--- src/hw/pe_gpio_consts.vh ---
// Register map, field positions and reset values of the port E block.
`ifndef PE_GPIO_CONSTS_VH
`define PE_GPIO_CONSTS_VH

// Register indices on the plain register port.
`define PE_ADDR_W            3
`define PE_OFF_PIN_LEVELS    3'h0
`define PE_OFF_OUT_LATCH     3'h1
`define PE_OFF_DIRECTION     3'h2
`define PE_OFF_PINS_G_PU     3'h3
`define PE_OFF_DIR_G_OD      3'h4
`define PE_OFF_LCD_CONTROL   3'h5
`define PE_OFF_LCD_SEG_EN3   3'h6

// Data width and implemented pin mask.
`define PE_DATA_W            8
`define PE_IMPL_MASK         8'hFB

// Field positions.
`define PE_BIT_PULLUP_DIS    6
`define PE_BIT_CHAN2_OD      6
`define PE_BIT_LCD_EN        7
`define PE_BIT_MUX_HI        1
`define PE_BIT_MUX_LO        0
`define PE_BIT_LCD_SEGMENT_31         7
`define PE_BIT_CHAN2_PIN     7
`define PE_BIT_COM_BASE      3
`define PE_BIT_BIAS_1        0
`define PE_BIT_BIAS_2        1
`define PE_BIT_UNUSED        2

// Reset values.
`define PE_RST_LATCH         8'h00
`define PE_RST_DIRECTION     8'hFB
`define PE_RST_PULLUP_DIS    1'b1
`define PE_RST_CHAN2_OD      1'b0
`define PE_RST_LCD_EN        1'b0
`define PE_RST_MUX           2'h0
`define PE_RST_LCD_SEGMENT_31         1'b0

`endif

--- src/hw/pe_gpio_top.v ---
// Port E general-purpose I/O with LCD and channel 2 pin sharing.
`timescale 1ns/100ps
`include "pe_gpio_consts.vh"

module pe_gpio_top #(
	parameter NUM_COMMONS = 4
) (
	// Clock and reset.
	input  wire       REF_CLK_I,
	input  wire       RST_N_I,
	// Register port.
	input  wire [2:0] REG_ADDR_I,
	input  wire [7:0] REG_WDATA_I,
	input  wire       REG_WR_I,
	input  wire       REG_RD_I,
	output reg  [7:0] REG_RDATA_O,
	// Pads.
	input  wire [7:0] PIN_IN_I,
	output reg  [7:0] PIN_OUT_O,
	output reg  [7:0] PIN_OE_O,
	output reg  [7:0] PULLUP_EN_O,
	// Configuration fuse, low maps channel 2 to pin 7.
	input  wire       CHAN2_PIN_MAP_FUSE_I,
	// Capture/compare/PWM channel 2.
	input  wire       CHAN2_CMP_ACTIVE_I,
	input  wire       CHAN2_CMP_OUT_I,
	output reg        CHAN2_CAPTURE_O,
	// LCD pin hand-over.
	output reg  [3:0] LCD_COM_SEL_O,
	output reg        LCD_LCD_SEGMENT_31_SEL_O,
	output reg        LCD_BIAS_SEL_O
);

	// Register state.
	reg  [7:0] out_latch_q;
	reg  [7:0] direction_q;
	reg        pullup_dis_q;
	reg        chan2_od_q;
	reg        lcd_en_q;
	reg  [1:0] mux_q;
	reg        lcd_segment_31_q;

	// Synchronised pad and fuse levels.
	wire [7:0] pin_sync;
	wire       fuse_sync;

	// Pin ownership terms.
	reg  [7:0] com_mask;
	reg  [7:0] bias_mask;
	reg  [7:0] lcd_mask;
	reg        chan2_mapped;
	reg        chan2_drive;
	reg        chan2_listen;
	reg  [7:0] out_d;
	reg  [7:0] oe_d;
	reg  [7:0] pu_d;
	reg  [7:0] rdata_d;

	// True for a strobe aimed at one register index.
	function reg_hit;
		input       strobe;
		input [2:0] addr;
		input [2:0] idx;
		begin
			reg_hit = strobe && (addr == idx);
		end
	endfunction

	// Clears the bit positions that have no pin behind them.
	function [7:0] impl_only;
		input [7:0] bits;
		begin
			impl_only = bits & `PE_IMPL_MASK;
		end
	endfunction

	// Keeps the requested pins that the LCD does not own.
	function [7:0] free_pins;
		input [7:0] bits;
		input [7:0] owned;
		begin
			free_pins = impl_only(bits & ~owned);
		end
	endfunction

	// Write decode.
	wire wr_pin_levels = reg_hit(REG_WR_I, REG_ADDR_I, `PE_OFF_PIN_LEVELS);
	wire wr_out_latch  = reg_hit(REG_WR_I, REG_ADDR_I, `PE_OFF_OUT_LATCH);
	wire wr_direction  = reg_hit(REG_WR_I, REG_ADDR_I, `PE_OFF_DIRECTION);
	wire wr_pins_g     = reg_hit(REG_WR_I, REG_ADDR_I, `PE_OFF_PINS_G_PU);
	wire wr_dir_g      = reg_hit(REG_WR_I, REG_ADDR_I, `PE_OFF_DIR_G_OD);
	wire wr_lcd_ctl    = reg_hit(REG_WR_I, REG_ADDR_I, `PE_OFF_LCD_CONTROL);
	wire wr_seg_en3    = reg_hit(REG_WR_I, REG_ADDR_I, `PE_OFF_LCD_SEG_EN3);

	// Returns the pins taken by active commons for a multiplex setting.
	function [7:0] common_pins;
		input       en;
		input [1:0] mux;
		reg   [3:0] coms;
		begin
			coms = 4'h0;
			case (mux)
				2'h0: coms = 4'h1;
				2'h1: coms = 4'h3;
				2'h2: coms = 4'h7;
				2'h3: coms = 4'hF;
				default: coms = 4'h0;
			endcase
			if (!en) begin
				coms = 4'h0;
			end
			common_pins = {1'b0, coms, 3'b000};
		end
	endfunction

	// Pads and the fuse come from outside the clock domain.
	// The chains reset to zero; all pins are inputs then, so none is driven.
	pe_sync2 #(
		.WIDTH (8)
	) u_pin_sync (
		.clk_i   (REF_CLK_I),
		.rst_n_i (RST_N_I),
		.async_i (PIN_IN_I),
		.sync_o  (pin_sync)
	);

	pe_sync2 #(
		.WIDTH (1)
	) u_fuse_sync (
		.clk_i   (REF_CLK_I),
		.rst_n_i (RST_N_I),
		.async_i (CHAN2_PIN_MAP_FUSE_I),
		.sync_o  (fuse_sync)
	);

	// Output latch, written through either the port or the latch register.
	always @(posedge REF_CLK_I or negedge RST_N_I) begin
		if (!RST_N_I) begin
			out_latch_q <= `PE_RST_LATCH;
		end else if (wr_pin_levels || wr_out_latch) begin
			out_latch_q <= impl_only(REG_WDATA_I);
		end
	end

	// Direction register; reset makes every pin an input.
	always @(posedge REF_CLK_I or negedge RST_N_I) begin
		if (!RST_N_I) begin
			direction_q <= `PE_RST_DIRECTION;
		end else if (wr_direction) begin
			direction_q <= impl_only(REG_WDATA_I);
		end
	end

	// Shared pull-up disable, set by every reset.
	always @(posedge REF_CLK_I or negedge RST_N_I) begin
		if (!RST_N_I) begin
			pullup_dis_q <= `PE_RST_PULLUP_DIS;
		end else if (wr_pins_g) begin
			pullup_dis_q <= REG_WDATA_I[`PE_BIT_PULLUP_DIS];
		end
	end

	// Channel 2 open-drain select.
	always @(posedge REF_CLK_I or negedge RST_N_I) begin
		if (!RST_N_I) begin
			chan2_od_q <= `PE_RST_CHAN2_OD;
		end else if (wr_dir_g) begin
			chan2_od_q <= REG_WDATA_I[`PE_BIT_CHAN2_OD];
		end
	end

	// LCD enable; it also hands pins 1 and 0 to the bias inputs.
	always @(posedge REF_CLK_I or negedge RST_N_I) begin
		if (!RST_N_I) begin
			lcd_en_q <= `PE_RST_LCD_EN;
		end else if (wr_lcd_ctl) begin
			lcd_en_q <= REG_WDATA_I[`PE_BIT_LCD_EN];
		end
	end

	// Common multiplex field; it only matters while the LCD is enabled.
	always @(posedge REF_CLK_I or negedge RST_N_I) begin
		if (!RST_N_I) begin
			mux_q <= `PE_RST_MUX;
		end else if (wr_lcd_ctl) begin
			mux_q <= REG_WDATA_I[`PE_BIT_MUX_HI:`PE_BIT_MUX_LO];
		end
	end

	// Segment 31 enable.
	always @(posedge REF_CLK_I or negedge RST_N_I) begin
		if (!RST_N_I) begin
			lcd_segment_31_q <= `PE_RST_LCD_SEGMENT_31;
		end else if (wr_seg_en3) begin
			lcd_segment_31_q <= REG_WDATA_I[`PE_BIT_LCD_SEGMENT_31];
		end
	end

	// Which pins the LCD and channel 2 take over.
	always @* begin
		com_mask  = common_pins(lcd_en_q, mux_q);
		bias_mask = 8'h00;
		if (lcd_en_q) begin
			bias_mask[`PE_BIT_BIAS_1] = 1'b1;
			bias_mask[`PE_BIT_BIAS_2] = 1'b1;
		end
		lcd_mask = com_mask | bias_mask;
		lcd_mask[`PE_BIT_LCD_SEGMENT_31] = lcd_segment_31_q;
		lcd_mask[`PE_BIT_UNUSED] = 1'b1;
		chan2_mapped = !fuse_sync;
		chan2_drive  = chan2_mapped && CHAN2_CMP_ACTIVE_I &&
			!direction_q[`PE_BIT_CHAN2_PIN] && !lcd_segment_31_q;
		chan2_listen = chan2_mapped && direction_q[`PE_BIT_CHAN2_PIN] &&
			!lcd_segment_31_q;
	end

	// Digital drive per pin.
	always @* begin
		out_d = 8'h00;
		oe_d  = 8'h00;
		out_d = free_pins(out_latch_q, lcd_mask);
		oe_d  = free_pins(~direction_q, lcd_mask);
		if (chan2_drive) begin
			out_d[`PE_BIT_CHAN2_PIN] = CHAN2_CMP_OUT_I;
			// Open drain only pulls low; a high level releases the pad.
			if (chan2_od_q) begin
				out_d[`PE_BIT_CHAN2_PIN] = 1'b0;
				oe_d[`PE_BIT_CHAN2_PIN]  = !CHAN2_CMP_OUT_I;
			end
		end
		// Commons are cleared last so no earlier term reopens them.
		oe_d = oe_d & ~com_mask;
	end

	// Weak pull-ups sit only on free input pins.
	always @* begin
		pu_d = 8'h00;
		if (!pullup_dis_q) begin
			pu_d = free_pins(direction_q, lcd_mask);
		end
	end

	// Registered pad drive.
	always @(posedge REF_CLK_I or negedge RST_N_I) begin
		if (!RST_N_I) begin
			PIN_OUT_O   <= 8'h00;
			PIN_OE_O    <= 8'h00;
			PULLUP_EN_O <= 8'h00;
		end else begin
			PIN_OUT_O   <= out_d;
			PIN_OE_O    <= oe_d;
			PULLUP_EN_O <= pu_d;
		end
	end

	// Registered LCD hand-over flags.
	always @(posedge REF_CLK_I or negedge RST_N_I) begin
		if (!RST_N_I) begin
			LCD_COM_SEL_O   <= 4'h0;
			LCD_LCD_SEGMENT_31_SEL_O <= 1'b0;
			LCD_BIAS_SEL_O  <= 1'b0;
		end else begin
			LCD_COM_SEL_O   <= com_mask[`PE_BIT_COM_BASE +: 4];
			LCD_LCD_SEGMENT_31_SEL_O <= lcd_segment_31_q;
			LCD_BIAS_SEL_O  <= lcd_en_q;
		end
	end

	// Capture input follows pin 7 only while channel 2 listens on it.
	always @(posedge REF_CLK_I or negedge RST_N_I) begin
		if (!RST_N_I) begin
			CHAN2_CAPTURE_O <= 1'b0;
		end else if (chan2_listen) begin
			CHAN2_CAPTURE_O <= pin_sync[`PE_BIT_CHAN2_PIN];
		end else begin
			CHAN2_CAPTURE_O <= 1'b0;
		end
	end

	// Read multiplexer; unmapped addresses read zero.
	always @* begin
		rdata_d = 8'h00;
		case (REG_ADDR_I)
			`PE_OFF_PIN_LEVELS: begin
				rdata_d = impl_only(pin_sync);
			end
			`PE_OFF_OUT_LATCH: begin
				rdata_d = out_latch_q;
			end
			`PE_OFF_DIRECTION: begin
				rdata_d = direction_q;
			end
			`PE_OFF_PINS_G_PU: begin
				rdata_d[`PE_BIT_PULLUP_DIS] = pullup_dis_q;
			end
			`PE_OFF_DIR_G_OD: begin
				rdata_d[`PE_BIT_CHAN2_OD] = chan2_od_q;
			end
			`PE_OFF_LCD_CONTROL: begin
				rdata_d[`PE_BIT_LCD_EN] = lcd_en_q;
				rdata_d[`PE_BIT_MUX_HI:`PE_BIT_MUX_LO] = mux_q;
			end
			`PE_OFF_LCD_SEG_EN3: begin
				rdata_d[`PE_BIT_LCD_SEGMENT_31] = lcd_segment_31_q;
			end
			default: begin
				rdata_d = 8'h00;
			end
		endcase
	end

	// Read data stand for the one cycle after the strobe.
	// They fall back to zero so a stale value never looks like a fresh one.
	always @(posedge REF_CLK_I or negedge RST_N_I) begin
		if (!RST_N_I) begin
			REG_RDATA_O <= 8'h00;
		end else if (REG_RD_I) begin
			REG_RDATA_O <= rdata_d;
		end else begin
			REG_RDATA_O <= 8'h00;
		end
	end

endmodule // pe_gpio_top

--- src/hw/pe_sync2.v ---
// Two-flop synchroniser for levels arriving from outside the clock domain.
`timescale 1ns/100ps

module pe_sync2 #(
	parameter WIDTH = 1
) (
	// Clock and reset.
	input  wire             clk_i,
	input  wire             rst_n_i,
	// Asynchronous level in, synchronised level out.
	input  wire [WIDTH-1:0] async_i,
	output wire [WIDTH-1:0] sync_o
);

	reg [WIDTH-1:0] meta_q;
	reg [WIDTH-1:0] sync_q;

	always @(posedge clk_i or negedge rst_n_i) begin
		if (!rst_n_i) begin
			meta_q <= {WIDTH{1'b0}};
			sync_q <= {WIDTH{1'b0}};
		end else begin
			meta_q <= async_i;
			sync_q <= meta_q;
		end
	end

	assign sync_o = sync_q;

endmodule // pe_sync2

--- config.mk ---
export PLATFORM = sky130hd
export DESIGN_NAME = pe_gpio_top
export DESIGN_NICKNAME = d
export VERILOG_FILES = /design/src/hw/pe_gpio_top.v /design/src/hw/pe_sync2.v
export VERILOG_INCLUDE_DIRS = /design/src /design/src/hw
export SDC_FILE = /design/constraint.sdc
export NUM_CORES = 1
export LEC_CHECK = 0
export ABC_AREA = 1
export BUFFER_PORTS_ARGS = -buffer_cell sky130_fd_sc_hd__buf_2
export CAP_MARGIN = 40
export CORE_UTILIZATION = 55
export CTS_BUF_LIST = sky130_fd_sc_hd__clkbuf_16
export DETAILED_ROUTE_END_ITERATION = 8
export PLACE_DENSITY = 0.88
export SYNTH_ARGS = -nofsm -noshare
export SYNTH_HDL_FRONTEND = slang
export SYNTH_SLANG_ARGS = --single-unit
--- constraint.sdc ---
create_clock -name REF_CLK_I -period 2.4 [get_ports REF_CLK_I]
set_clock_uncertainty 0.2 [all_clocks]
set_input_delay 0.12 -clock REF_CLK_I [delete_from_list [all_inputs] [get_ports REF_CLK_I]]
set_output_delay 0.12 -clock REF_CLK_I [all_outputs]
set_load 0.01 [all_outputs]
## Word level (Yosys, flattened, before mapping)

Cells that the tools add are included.

| storage, ports and cells | value |
|---|---|
| logic and storage cells | 69 |
| output and inout bits | 39 |
| bits in registers | 76 |
| bits of input ports | 26 |

| cells by class | value |
|---|---|
| equal/unequal tests | 9 |
| reductions and logical operators | 19 |
| multiplexer cells | 14 |
| bitwise gates (word level) | 8 |

Operators with widths:

| kind | number |
|---|---|
| $and 8x8->8 | 4 |
| $mux 8 | 2 |
| $not 8->8 | 2 |
| $pmux 4 s4 | 1 |
| $logic_and 1x1->1 | 12 |
| $pmux 4 s3 | 1 |
| $pmux 1 s5 | 2 |
| $eq 3x3->1 const B | 3 |
| $not 7->8 | 1 |
| $pmux 2 s4 | 1 |
| $or 7x2->7 | 1 |
| $eq 3x2->1 const B | 2 |
| $mux 1 | 5 |
| $eq 2x2->1 const B | 2 |
| $logic_not 1->1 | 4 |
| $mux 4 | 1 |
| $eq 3x1->1 const B | 1 |
| $logic_not 3->1 | 1 |
| $eq 2x1->1 const B | 1 |
| $logic_not 2->1 | 1 |
| $mux 2 | 1 |
| $logic_or 1x1->1 | 1 |

## Depth between registers and ports, before layout

| logic depth | value |
|---|---|
| depth in word-level cells | 9 |
| mapped depth | 8 |
| gate-level depth less buffers | 7 |

## Hierarchy

Synthesis repeated with hierarchy kept, for this count alone.

| unflattened totals | value |
|---|---|
| cell total of the unflattened synthesis | 254 |
| area total of the unflattened synthesis | 2691.3 um^2 |

By module, submodules not included:

| module | cells an instance | seq. area each (um^2) | area an instance (um^2) | times used |
|---|---|---|---|---|
| pe_gpio_top | 236 | 1361.3 | 2240.9 | 1 |
| pe_sync2 (u_pin_sync) | 16 | 400.4 | 400.4 | 1 |
| pe_sync2 (u_fuse_sync) | 2 | 50.0 | 50.0 | 1 |

## Worst setup path before layout

OpenSTA, ideal clock, no wires.

| timing path | value |
|---|---|
| path type | reg-to-reg |
| start | reg pullup_dis_q |
| end | reg REG_RDATA_O[6] |
| arrival | 1.014 ns |
| stages on the path, launching flop included | 6 |
| required time | 2.129 ns |
| library setup time | 0.071 ns |
| path buffers | 1 |
| clock period less this slack | 1.285 ns |
| setup slack | 1.115 ns |
| path through | dfstp_2 > clkbuf_1 > nand4_1 > nand2_1 > nor2_1 > nor2_1 |

| on the way | value |
|---|---|
| longest elaborated chain between the ends | 2 |

RTL lines:

| what | RTL line | source |
|---|---|---|
| from (decl) | pe_gpio_top.v:37 | `reg pullup_dis_q;` |
| from (signal assigned) | pe_gpio_top.v:157 | `` pullup_dis_q <= `PE_RST_PULLUP_DIS; `` |
| from (signal assigned) | pe_gpio_top.v:159 | `` pullup_dis_q <= REG_WDATA_I[`PE_BIT_PULLUP_DIS]; `` |
| $pmux 1 s5 | pe_gpio_top.v:283 | `case (REG_ADDR_I)` |
| $mux 8 | pe_gpio_top.v:317 | `end else if (REG_RD_I) begin` |
| to (signal assigned) | pe_gpio_top.v:318 | `REG_RDATA_O <= rdata_d;` |
| to (decl) | pe_gpio_top.v:16 | `output reg [7:0] REG_RDATA_O,` |

No other way between the ends.
A chain may end at the register's enable or synchronous reset.

## Final worst setup path

| timing path | value |
|---|---|
| start | reg lcd_segment_31_q |
| end | reg PIN_OE_O[7] |

| on the way | value |
|---|---|
| longest elaborated chain between the ends | 5 |
| elaborated cells on any way between the ends | 7 |
| classes of those cells | mux (2); bitwise (3); reduce/logical (2) |

RTL lines:

| what | RTL line | source |
|---|---|---|
| from (decl) | pe_gpio_top.v:41 | `reg lcd_segment_31_q;` |
| from (signal assigned) | pe_gpio_top.v:193 | `` lcd_segment_31_q <= `PE_RST_LCD_SEGMENT_31; `` |
| from (signal assigned) | pe_gpio_top.v:195 | `` lcd_segment_31_q <= REG_WDATA_I[`PE_BIT_LCD_SEGMENT_31]; `` |
| $not 8->8 | pe_gpio_top.v:82 | `free_pins = impl_only(bits & ~owned);` |
| $and 8x8->8 | pe_gpio_top.v:82 |  |
| $mux 1 | pe_gpio_top.v:226 | `if (chan2_od_q) begin` |
| $mux 1 (*) | pe_gpio_top.v:223 | `if (chan2_drive) begin` |
| $and 8x8->8 (*) | pe_gpio_top.v:232 | `oe_d = oe_d & ~com_mask;` |
| net oe_d[7] | pe_gpio_top.v:55 | `reg [7:0] oe_d;` |
| to (signal assigned) | pe_gpio_top.v:247 | `PIN_OE_O <= 8'h00;` |
| to (signal assigned) | pe_gpio_top.v:251 | `PIN_OE_O <= oe_d;` |
| to (decl) | pe_gpio_top.v:20 | `output reg [7:0] PIN_OE_O,` |

Mark *: on every way through the listed nets, which the timed path passes. The rest lies on a longest branch.

==> results by group <==
Synth
  – #FFs+latches synth: 70
  – Synthesized area: 0.002638 mm²
  – Cell variety after synth: 22
  – Gate Count Post-Synth: 250
  – Syn avg cell area: between 10 and 15 µm²
  – Warnings, synthesis: 0
  – Sequential share of the synthesized area: 0.6679

Die
  – DIE WIDTH: 71.25 µm
  – Die ar.: slightly above 0.005 mm²
  – Num rows: 24
  – Die Ht: 71.25 µm
  – Ports: 65
  – Core area: 0.004474 mm²
  – Starting density of the core: 0.5895

Global routing
  – Grt total ovfl: 0
  – Initial antenna violation count: 0
  – Vias in the first global route: 1,851
  – Largest net degree at the start of global routing: 44
  – First-pass GRT wire length: 8.190 mm
  – Total GRT Usage: 0.2186

STA
  – Minimum clock period: ~1.7 ns
  – Max-slew violation count: 0
  – Finish-stage setup viols: 0
  – Maximum clock rate: approximately 600 MHz
  – Post-route setup TNS: 0 ns
  – Worst-Margin Slew: 0.6169 ns
  – RSZ-0062 raised after global routing: false
  – Slew headroom: 0.5887
  – Fin crit share: 0.6959
  – Final Hold Viols: 0

Final layout
  – Reg area: 0.001762 mm²
  – Fin nets: between 300 and 400
  – Ratio of cells with drive above 1 in the final layout: 0.2692
  – Ant. Diodes: 0
  – Commonest cells after routing, fill and taps aside: dfrtp_1 (62), buf_2 (58), nand2_1 (53)
  – Multi-input gate area: 673.1 µm²
  – Commonest non-fill, non-tap cell in the layout: dfrtp_1
  – Number of fill cells in the layout: 291
  – Design Area, Final: 0.003412 mm²
  – Layout overhead on the synthesized area: 29.36%
  – Final Util: 0.7626

Power
  – Reported net switching power: slightly below 0.8 mW
  – Sw frac: 0.2586
  – Internal power: 2.231 mW
  – Gate power share: 0.144
  – Reg power frac: 0.488
  – Clock power frac: 0.369
  – VDD IR-drop max: 0.6325 mV
  – Power Density: 881.8 mW/mm²
  – Leak Pwr: 1.813 nW

Status
  – Failing checks: DRC
  – Status: finished with violations

Worst setup path
  – Slowest cell delay on critical path: 0.56 ns
  – CP Launch Type: register
  – Largest fanout on the critical path: 6
  – Arrival time worst endpoint: 1.73 ns
  – Worst Path Buf+Inv: 2
  – Crit Path Class: reg -> reg
  – Gate family responsible for the most delay along the worst path: buffers and inverters
  – Crit path required time: 2.46 ns
  – CP max stage cell: dlygate4sd3_1
  – CP Capture Type: register
  – Crit-path cells: nor2_1 > inv_1 > a31oi_1 > dlygate4sd3_1

Clock tree
  – Clock root buffer: clkbuf_16
  – # clock sinks: 70
  – CTS buffer count: 9
  – Number of setup buffers added after CTS: 0
  – Hold buffer count at CTS: 22
  – CTS resizes: 0
  – Clk buf depth: 2
  – CTS tree: done
  – H-tree levels: 3
  – Clock transition at path regs: 0.05 ns
  – Clk_lat worst skew: 0.32 ns

Flow run
  – MaxCap Viol Count: 0

Routing
  – DR pass1 iterations: 6
  – Met3 wire len: 355 µm
  – DR WL met2: between 2 and 2.5 mm
  – Via count: 1,964
  – DR vias/cell: 5.036
  – M1 WL: 1.996 mm
  – DRC Markers: 5
  – DRT iter0 DRCs: 132
  – DR WL/cell: between 10 and 15 µm
  – Max Used Layer: met4
  – Final wirelength: 4.890 mm
  – Antenna viol nets, final: 0

Placed design
  – Port bufs: 58
  – DPL Wire Length: about 3.2 mm
  – Area after DPL: between 0.002 and 0.003 mm²
  – Routability cong.: approximately 0.86

Hold path
  – Hold Crit Class: in -> reg
-- layout make-up --
type | count | area share
clock buffers | 9 | 0.06601
well taps | 52 | 0.01907
flip-flops and latches | 70 | 0.5163
multi-input cells | 139 | 0.1973
repair buffers | 81 | 0.1555
inverters | 32 | 0.03667
clock inverters | 7 | 0.009168
-- cell usage after synthesis --
| cell type | number | area (µm²) |
|---|---|---|
| nor3_1 | 1 | 5.000 |
| nand4_1 | 9 | 56.30 |
| inv_1 | 30 | 112.6 |
| clkinv_1 | 1 | 3.750 |
| o21ai_2 | 7 | 61.31 |
| inv_6 | 1 | 8.760 |
| o21ai_0 | 17 | 85.08 |
| dfstp_2 | 8 | 210.2 |
| dfrtp_1 | 62 | 1551 |
| nand2_4 | 1 | 11.26 |
| clkbuf_1 | 2 | 7.510 |
| nor2_1 | 26 | 97.59 |
| nand2_1 | 53 | 198.9 |
| conb_1 | 1 | 3.750 |
| nand3_1 | 14 | 70.07 |
| buf_6 | 3 | 33.78 |
| nor3_4 | 1 | 16.27 |
| buf_2 | 2 | 10.01 |
| nor2_8 | 1 | 20.02 |
| nor3b_1 | 4 | 30.03 |
| a31oi_1 | 1 | 6.260 |
| buf_4 | 5 | 37.54 |
-- per-layer routing --
layer	vias to the layer above	track usage
met5	-	0
met4	0	0.1222
met3	10	0.04923
met2	90	0.3735
met1	911	0.2571
li1	953	-
-- per-stage QoR --
step	hold WS, ns	std cells	setup slack [ns]	power [mW]
4_1_cts	0.0005139	390	0.7790	3.027
5_1_grt	0.04316	390	0.5830	3.150
3_3_place_gp	-0.03692	352	0.9423	1.858
3_5_place_dp	-0.02839	352	0.9087	1.880
6_report	0.01581	390	0.7299	3.009
2_1_floorplan	-0.3756	253	1.115	1.704
-- final timing paths --
path	startpoint	end	slack, ns	cells past startpoint
setup reg to reg	lcd_segment_31_q$_DFFE_PN0P_	PIN_OE_O[7]$_DFF_PN0_	0.73	4
hold reg to reg	u_pin_sync.meta_q[1]$_DFF_PN0_	u_pin_sync.sync_o[1]$_DFF_PN0_	0.14	0
setup / recovery	lcd_segment_31_q$_DFFE_PN0P_	PIN_OE_O[7]$_DFF_PN0_	0.73	4
max in group asynchronous	RST_N_I	pullup_dis_q$_DFFE_PN1P_	1.17	3
hold / removal	REG_ADDR_I[1]	pullup_dis_q$_DFFE_PN1P_	0.02	3
min in group asynchronous	RST_N_I	u_pin_sync.meta_q[4]$_DFF_PN0_	0.14	2
-- sequential cells by signal, summed over array words and instances, names as in the netlist --
name,flops
common_pins.mux,2
LCD_LCD_SEGMENT_31_SEL_O,1
lcd_segment_31_q,1
LCD_COM_SEL_O,4
PIN_OUT_O,7
u_fuse_sync.meta_q,1
PIN_OE_O,7
u_pin_sync.sync_o,7
u_fuse_sync.sync_o,1
u_pin_sync.meta_q,7
REG_RDATA_O,7
common_pins.en,1
chan2_od_q,1
direction_q,7
PULLUP_EN_O,7
CHAN2_CAPTURE_O,1
pullup_dis_q,1
out_latch_q,7
-- power groups by stage --
stage / registers (mW) / logic (mW) / clock network (mW)
after floorplan: 1.50 / 0.201 / 0
after global placement: 1.47 / 0.383 / 0
after detailed placement: 1.48 / 0.397 / 0
after CTS: 1.47 / 0.432 / 1.13
after global routing: 1.49 / 0.481 / 1.18
final: 1.47 / 0.432 / 1.11
-- kinds of logic (layout without fill, tap and decap cells) --
| kind of cell | after synthesis | in the layout | synth area share |
|---|---|---|---|
| and+or+nand+nor | 110 | 110 | 0.1916 |
| DFF | 70 | 70 | 0.6679 |
| buffers and inverters | 44 | 129 | 0.08112 |
| AOI/OAI and AO/OA | 25 | 25 | 0.05788 |
| other | 1 | 4 | 0.001422 |
-- tightest hold or removal path: cells and delay by family --
kind            cells  cell delay, ns
compound gates      1            0.08
simple gates        1            0.13
buf+inv             1            0.19
No activity file was read; power rests on OpenSTA's default activity.
